[config.mk]
export PLATFORM = sky130hd
export DESIGN_NAME = cbc_unit
export DESIGN_NICKNAME = d
export VERILOG_FILES = /design/src/core/cbc_pkg.sv /design/src/core/cbc_unit.sv
export VERILOG_INCLUDE_DIRS = /design/src /design/src/core
export SDC_FILE = /design/constraint.sdc
export NUM_CORES = 1
export LEC_CHECK = 0
export BUFFER_PORTS_ARGS = -buffer_cell sky130_fd_sc_hd__buf_4
export CAP_MARGIN = 20
export CORE_ASPECT_RATIO = 0.6
export CORE_MARGIN = 5
export CORE_UTILIZATION = 49
export CTS_CLUSTER_SIZE = 10
export DETAILED_ROUTE_END_ITERATION = 8
export PLACE_DENSITY = 0.86
export SYNTH_ARGS = -nofsm -noshare
export SYNTH_HDL_FRONTEND = slang
export SYNTH_SLANG_ARGS = --single-unit
[constraint.sdc]
create_clock -name CLK_I -period 5.6 [get_ports CLK_I]
set_input_delay 0.56 -clock CLK_I [delete_from_list [all_inputs] [get_ports CLK_I]]
set_output_delay 0.56 -clock CLK_I [all_outputs]
set_load 0.05 [all_outputs]
[src/core/cbc_cfg.svh]
// constants for the count-register conditional branch unit
// assumes big-endian bit numbering of the 32-bit instruction word (bit 0 = msb)
// Functional notes
// [RQ1] recognise primary opcode 19, extended opcode 528; bit 31 is link enable
// [RQ2] taken target is count register bits 0-29 with two zero low bits
// [RQ3] link enable set writes next instruction address to link register
// [RQ4] never modify fixed-point exception register or condition field 0
// [RQ5] codes 0000y/0001y/0100y/0101y decrement, test counter and condition bit
// [RQ6] 001zy branch on false, 011zy on true, 1z1zz always; counter untouched
// [RQ7] codes 1z00y/1z01y decrement and test counter only
// [RQ8] newer architecture: nonzero z position is an invalid form
// [RQ9] legacy y bit is only a likelihood hint, default zero
// [RQ10] legacy variant accepts any z and y values
// [RQ11] newer encoding carries a,t hints in marked positions, z lowest otherwise
// [RQ12] a,t hint: 00 none, 01 reserved, 10 not taken, 11 taken
// [RQ13] usage hint: 00 repeat target, 11 unpredictable, 01 and 10 reserved
// [RQ14] condition select picks one condition register bit to test
// [RQ15] decrementing codes are invalid forms for this instruction
`ifndef CBC_CFG_SVH
`define CBC_CFG_SVH
`define CBC_PRIMARY_OP 6'h13
`define CBC_EXTENDED_OP 10'h210
`define CBC_ZERO_LOW 2'h0
`define CBC_AT_NONE 2'h0
`define CBC_AT_RSVD 2'h1
`define CBC_AT_NOT_TAKEN 2'h2
`define CBC_AT_TAKEN 2'h3
`define CBC_BH_REPEAT 2'h0
`define CBC_BH_UNPRED 2'h3
`define CBC_NEXT_STEP 32'h4
`define CBC_CR_TOP 5'h1f
`define CBC_BO_ALWAYS 5'h14
`define CBC_BO_ALWAYS_Z 5'h15
`endif

[src/core/cbc_pkg.sv]
// types for the count-register conditional branch unit
// assumes nothing beyond the shared constant header
package cbc_pkg;
    typedef enum logic [1:0] {
        CBC_HINT_NONE = 2'h0,
        CBC_HINT_RSVD = 2'h1,
        CBC_HINT_NOT_TAKEN = 2'h2,
        CBC_HINT_TAKEN = 2'h3
    } cbc_hint_type;

    typedef enum logic [1:0] {
        CBC_USE_REPEAT = 2'h0,
        CBC_USE_RSVD = 2'h1,
        CBC_USE_RSVD2 = 2'h2,
        CBC_USE_UNPRED = 2'h3
    } cbc_use_type;

    typedef struct packed {
        logic [5:0] primary_op;
        logic [4:0] branch_option_field;
        logic [4:0] condition_bit_select;
        logic [2:0] unused;
        logic [1:0] branch_usage_hint;
        logic [9:0] extended_op;
        logic link_enable_bit;
    } cbc_insn_type;

    typedef struct packed {
        logic valid;
        logic taken;
        logic invalid_form;
        logic link_write;
        logic [31:0] target;
        logic [31:0] link_value;
        cbc_hint_type take_hint;
        cbc_use_type usage_hint;
    } cbc_result_type;
endpackage

[src/core/cbc_unit.sv]
// decode and execute of the conditional branch to the count register
// assumes instruction, address and register values arrive on CLK_I from the core
`timescale 1ns/1ps
`default_nettype none
`include "cbc_cfg.svh"
module cbc_unit
    import cbc_pkg::*;
(
    input wire logic CLK_I,
    input wire logic RST_I,
    input wire logic CE_I,
    input wire logic ISSUE_I,
    input wire logic [31:0] INSN_I,
    input wire logic [31:0] INSN_ADDR_I,
    input wire logic [31:0] LOOP_COUNT_I,
    input wire logic [31:0] COND_REG_I,
    input wire logic LEGACY_MODE_I,
    output logic RESULT_VALID_O,
    output logic TAKEN_O,
    output logic INVALID_FORM_O,
    output logic [31:0] NEXT_FETCH_O,
    output logic LINK_WE_O,
    output logic [31:0] LINK_DATA_O,
    output logic [1:0] TAKE_HINT_O,
    output logic [1:0] USAGE_HINT_O
);
    // bit index in big-endian numbering to the little-endian vector position
    function automatic logic pick_cond(input logic [31:0] cr, input logic [4:0] sel);
        pick_cond = cr[`CBC_CR_TOP - sel];
    endfunction

    cbc_insn_type insn;
    logic [4:0] bo;
    logic match;
    logic wants_dec;
    logic cond_ok;
    logic z_bad;
    logic invalid;
    logic taken;
    cbc_hint_type hint;
    cbc_result_type next_res;
    cbc_result_type res;

    assign insn = INSN_I;
    assign bo = insn.branch_option_field;
    assign match = ISSUE_I && insn.primary_op == `CBC_PRIMARY_OP
        && insn.extended_op == `CBC_EXTENDED_OP; // RQ1
    // counter decrement requested when bo bit 2 (big-endian) is zero
    assign wants_dec = ~bo[2]; // RQ5 RQ7
    // condition ignored when bo bit 0 set; else compare selected bit with bo bit 1
    assign cond_ok = bo[4] | (pick_cond(COND_REG_I, insn.condition_bit_select) == bo[3]); // RQ14 RQ6
    // z positions per newer encoding: 1z1zz -> bits 1,3,4; counter-and-condition codes -> lowest bit; counter-only codes none
    assign z_bad = bo[4] ? (bo[2] ? (bo[3] | bo[1] | bo[0]) : 1'b0)
                         : (bo[2] ? 1'b0 : bo[0]); // RQ8 RQ11
    // target is the counter itself, so decrementing forms cannot execute
    assign invalid = wants_dec | (~LEGACY_MODE_I & z_bad); // RQ15 RQ10
    assign taken = ~invalid & cond_ok; // RQ6 RQ9 RQ12
    // a,t live in bits 3,4 for 001at/011at; legacy y is a hint only
    assign hint = LEGACY_MODE_I ? (bo[0] ? CBC_HINT_TAKEN : CBC_HINT_NONE)
                : (bo[4] ? CBC_HINT_NONE : cbc_hint_type'(bo[1:0])); // RQ9 RQ11 RQ12

    always_comb begin
        next_res.valid = match;
        next_res.taken = match & taken;
        next_res.invalid_form = match & invalid;
        next_res.link_write = match & ~invalid & insn.link_enable_bit; // RQ3
        next_res.target = (match & taken) ? {LOOP_COUNT_I[31:2], `CBC_ZERO_LOW}
                        : INSN_ADDR_I + `CBC_NEXT_STEP; // RQ2
        next_res.link_value = INSN_ADDR_I + `CBC_NEXT_STEP; // RQ3
        next_res.take_hint = hint;
        next_res.usage_hint = cbc_use_type'(insn.branch_usage_hint); // RQ13
    end

    // no exception or condition register outputs exist: both stay untouched
    always_ff @(posedge CLK_I) begin
        if (RST_I) begin
            res <= '0;
        end else if (CE_I) begin
            res <= next_res; // RQ4
        end
    end

    assign RESULT_VALID_O = res.valid;
    assign TAKEN_O = res.taken;
    assign INVALID_FORM_O = res.invalid_form;
    assign NEXT_FETCH_O = res.target;
    assign LINK_WE_O = res.link_write;
    assign LINK_DATA_O = res.link_value;
    assign TAKE_HINT_O = res.take_hint;
    assign USAGE_HINT_O = res.usage_hint;

    // checkers below watch registered outputs one enabled edge after the decode
    logic sel_bit;
    assign sel_bit = pick_cond(COND_REG_I, insn.condition_bit_select); // RQ14
endmodule
`default_nettype wire

==> flow_summary.json <==
{
  "outcome": "finished clean",
  "avgSynthCellArea_um2": 8.45,
  "drtIter0Drc": 439,
  "viasPerCell": 5.97,
  "syn_area_um2": 3860,
  "grt_pass1_vias": 4218,
  "synth_ff_type": "dfxtp_1",
  "post_drt_wl_per_cell_um": 19.7,
  "power_switching_w": 0.000479,
  "rr_endpoint": "LINK_DATA_O[24]",
  "fin_area_um2": 5680,
  "ir_drop_v": 0.000165,
  "ctsHoldBuffers": 0,
  "h-tree-depth": 3,
  "cts.sinks": 72,
  "rows": 25,
  "drv_cap": 0,
  "postRouteAntennaNets": 0,
  "fillers": 637,
  "worstPathArrival_ns": 3.31,
  "syn_inst": 457,
  "clk_pin_slew_ns": 0.06,
  "crit-reg2reg-launch": "LINK_DATA_O[24]",
  "p_leak_nw": 2.47,
  "worstPathRequired_ns": 5.77,
  "placed_cell_area_um2": 5340,
  "seqPwrFrac": 0.360,
  "critical_path_class": "in2reg",
  "grt_setup_unrepaired": "no",
  "dieHeight_um": 78.8,
  "start_util": 0.498,
  "cts_resized": 0,
  "min_period_ns": 3.14,
  "tightest_slew_ns": 0.965,
  "antenna-diode-count": 0,
  "drv_slew": 0,
  "drive_gt1_frac": 0.371,
  "synth_warnings": 0,
  "grt_pass1_wl_um": 22900,
  "boundaryPins": 205,
  "synth_cell_types": 38,
  "top_usage_layer": "met2",
  "tritoncts": "built",
  "routed_wl_um": 14600,
  "hold_start": "TAKE_HINT_O[0]",
  "p_int_w": 0.00109,
  "p_comb_frac": 0.240,
  "synth-edff-count": 0,
  "cts-root-buf": "clkbuf_16",
  "fin_crit_sh": 0.561,
  "synth-simple-area-share": 0.273,
  "setup_violations": 0,
  "hpwl_um": 10500,
  "track_usage": 0.290,
  "die_w_um": 125,
  "cts_buffers": 9,
  "clock_path_buffers": 2,
  "holdPathStages": 2,
  "fin_nets": 763,
  "synth_top_family_by_area": "simple AND/OR/NAND/NOR gates",
  "use_met3": 0.0921,
  "multi_input_area_um2": 2210,
  "port_buffers": 199,
  "dieArea_um2": 9810,
  "synthAdderAreaFrac": 0.00324,
  "drc": 0,
  "reg2reg_slack_ns": 4.72,
  "pwr-share-clk": 0.400,
  "cp-end-kind": "flop",
  "sw_frac_of_total": 0.305,
  "drt_pass1_iterations": 5,
  "synthMuxAreaShare": 0.0561,
  "synth_fp_nets": 591,
  "synth_compound_area_frac": 0.172,
  "power_density_nw_per_um2": 276,
  "seq_area_um2": 1440,
  "grt-ovfl-total": 0,
  "synth-async-reset-ratio": 0,
  "hold_path.class": "reg2reg",
  "start_kind": "input pin",
  "clock_skew_ns": 0,
  "hold_viol": 0,
  "area_growth_pct": 47.0,
  "coreArea_um2": 7760,
  "relSlewSlack": 0.355,
  "num_vias": 4422,
  "cts_setup_buffers": 0,
  "grt_max_degree": 103,
  "grt_util_met2": 0.464,
  "clk_latency_ns": 0.34,
  "min_to": "TAKE_HINT_O[0]",
  "grt_use_met1": 0.389,
  "timing.fmax_ghz": 0.318,
  "cp_max_fo": 34,
  "ys_seq_area_frac": 0.373,
  "synth_xor_area_frac": 0.0635,
  "antenna_found_initial": 0,
  "ys_ff_latch": 72,
  "reg2reg_depth": 2,
  "routabilityCongestion": 0.908,
  "tns_ns": 0
}
-- worst max-delay path, stage by stage --
cell and delay (ns):
buf_4 0.11, nor4_1 0.32, nand3_1 0.17, or4_1 0.62, a21oi_4 0.77, and3_4 0.58
a311oi_1 0.15
-- power groups by stage --
| stage | Sequential (W) | Clock, W | Combinational (W) |
|---|---|---|---|
| 2_1_floorplan | 0.000681 | 0 | 0.000105 |
| 3_3_place_gp | 0.000572 | 0 | 0.000364 |
| 3_5_place_dp | 0.000574 | 0 | 0.000370 |
| 4_1_cts | 0.000563 | 0.000629 | 0.000372 |
| 5_1_grt | 0.000567 | 0.000654 | 0.000397 |
| 6_report | 0.000564 | 0.000628 | 0.000376 |
-- worst max path at each step --
| stage | slack (ns) | from | end | cells after the start |
|---|---|---|---|---|
| after CTS | 2.50 | INSN_I[29] | NEXT_FETCH_O[24] | 7 |
| after global routing | 2.30 | INSN_I[29] | NEXT_FETCH_O[2] | 7 |
| after floorplan | 2.79 | INSN_I[17] | NEXT_FETCH_O[26] | 9 |
| after global placement | 2.28 | INSN_I[4] | NEXT_FETCH_O[31] | 7 |
| final | 2.46 | INSN_I[29] | NEXT_FETCH_O[2] | 7 |
| after detailed placement | 2.14 | INSN_I[29] | NEXT_FETCH_O[2] | 7 |
-- per-stage QoR --
step	worst slack, ns	util	hold slack (ns)	instances	total power [W]
floorplan	2.79	-	0.686	457	0.000786
global placement	2.28	0.688	0.451	725	0.000936
detailed placement	2.14	0.688	0.459	725	0.000944
CTS	2.50	0.730	0.469	740	0.00156
global route	2.30	0.732	0.482	741	0.00162
finish	2.46	0.732	0.469	741	0.00157
-- sequential cells by signal, indices dropped and copies added (netlist names) --
signal and cells:
NEXT_FETCH_O 32, TAKE_HINT_O 2, USAGE_HINT_O 2, RESULT_VALID_O 1, LINK_WE_O 1, LINK_DATA_O 32, INVALID_FORM_O 1, TAKEN_O 1
-- cell usage in the layout, fill, tap and decap left out, types with 2 or more instances in the layout --
| cell | instances |
|---|---|
| a211oi_1 | 30 |
| a21oi_1 | 11 |
| clkbuf_16 | 9 |
| buf_4 | 203 |
| mux4_2 | 6 |
| o21ai_0 | 5 |
| o311ai_2 | 3 |
| inv_1 | 8 |
| nor3_1 | 5 |
| or4_1 | 2 |
| xnor2_1 | 15 |
| nand3_1 | 45 |
| a311oi_1 | 3 |
| o311ai_1 | 26 |
| dfxtp_1 | 72 |
| nand2_1 | 23 |
| nand4_1 | 35 |
| mux2i_1 | 7 |
| nor2_1 | 48 |
| o211ai_1 | 3 |
| and4_1 | 2 |
| xor2_1 | 13 |
| and3_1 | 32 |
| bufinv_16 | 2 |
| nor2b_1 | 3 |
| nand2b_1 | 4 |
| a31o_2 | 2 |
-- logic make-up (layout without fill, tap and decap cells) --
family | count (synthesis) | count (layout)
muxes | 14 | 14
xor gates and xnor gates | 28 | 28
AOI/OAI and AO/OA | 86 | 86
DFF | 72 | 72
and+or+nand+nor | 204 | 204
buffers and inverters | 52 | 228
adders and majority gates | 1 | 1
-- final cells by class --
type	count	area share
flip-flops and latches	72	0.254
clock buffers	10	0.0421
multi-input cells	333	0.389
inverters	9	0.00595
repair buffers	204	0.271
well taps	108	0.0238
clock inverters	5	0.0143
-- layer usage --
metal	vias up	share of wire
met5	-	0
met4	0	0.012
met3	23	0.096
met2	238	0.46
met1	2096	0.43
li1	2065	-
-- cells in the mapped netlist, types with 2 or more instances --
| master | number | share of area |
|---|---|---|
| mux2i_1 | 7 | 0.018 |
| a211oi_1 | 30 | 0.058 |
| nor2_1 | 48 | 0.047 |
| nor3_1 | 5 | 0.0065 |
| buf_1 | 4 | 0.0039 |
| o311ai_1 | 26 | 0.059 |
| o21ai_0 | 5 | 0.0065 |
| a21oi_1 | 12 | 0.016 |
| clkbuf_1 | 33 | 0.032 |
| or4_1 | 2 | 0.0039 |
| mux4_2 | 6 | 0.035 |
| nand2_1 | 23 | 0.022 |
| and3_1 | 32 | 0.052 |
| xnor2_1 | 15 | 0.034 |
| a31o_2 | 2 | 0.0045 |
| nand4_1 | 35 | 0.057 |
| a311oi_1 | 3 | 0.0068 |
| nand3_1 | 45 | 0.058 |
| buf_2 | 2 | 0.0026 |
| nand2b_1 | 4 | 0.0065 |
| dfxtp_1 | 72 | 0.37 |
| o311ai_2 | 3 | 0.013 |
| buf_6 | 4 | 0.012 |
| nor2b_1 | 3 | 0.0049 |
| xor2_1 | 13 | 0.029 |
| and4_1 | 2 | 0.0045 |
| inv_1 | 8 | 0.0078 |
| o211ai_1 | 3 | 0.0058 |
Power figures use the tool's default switching activity.
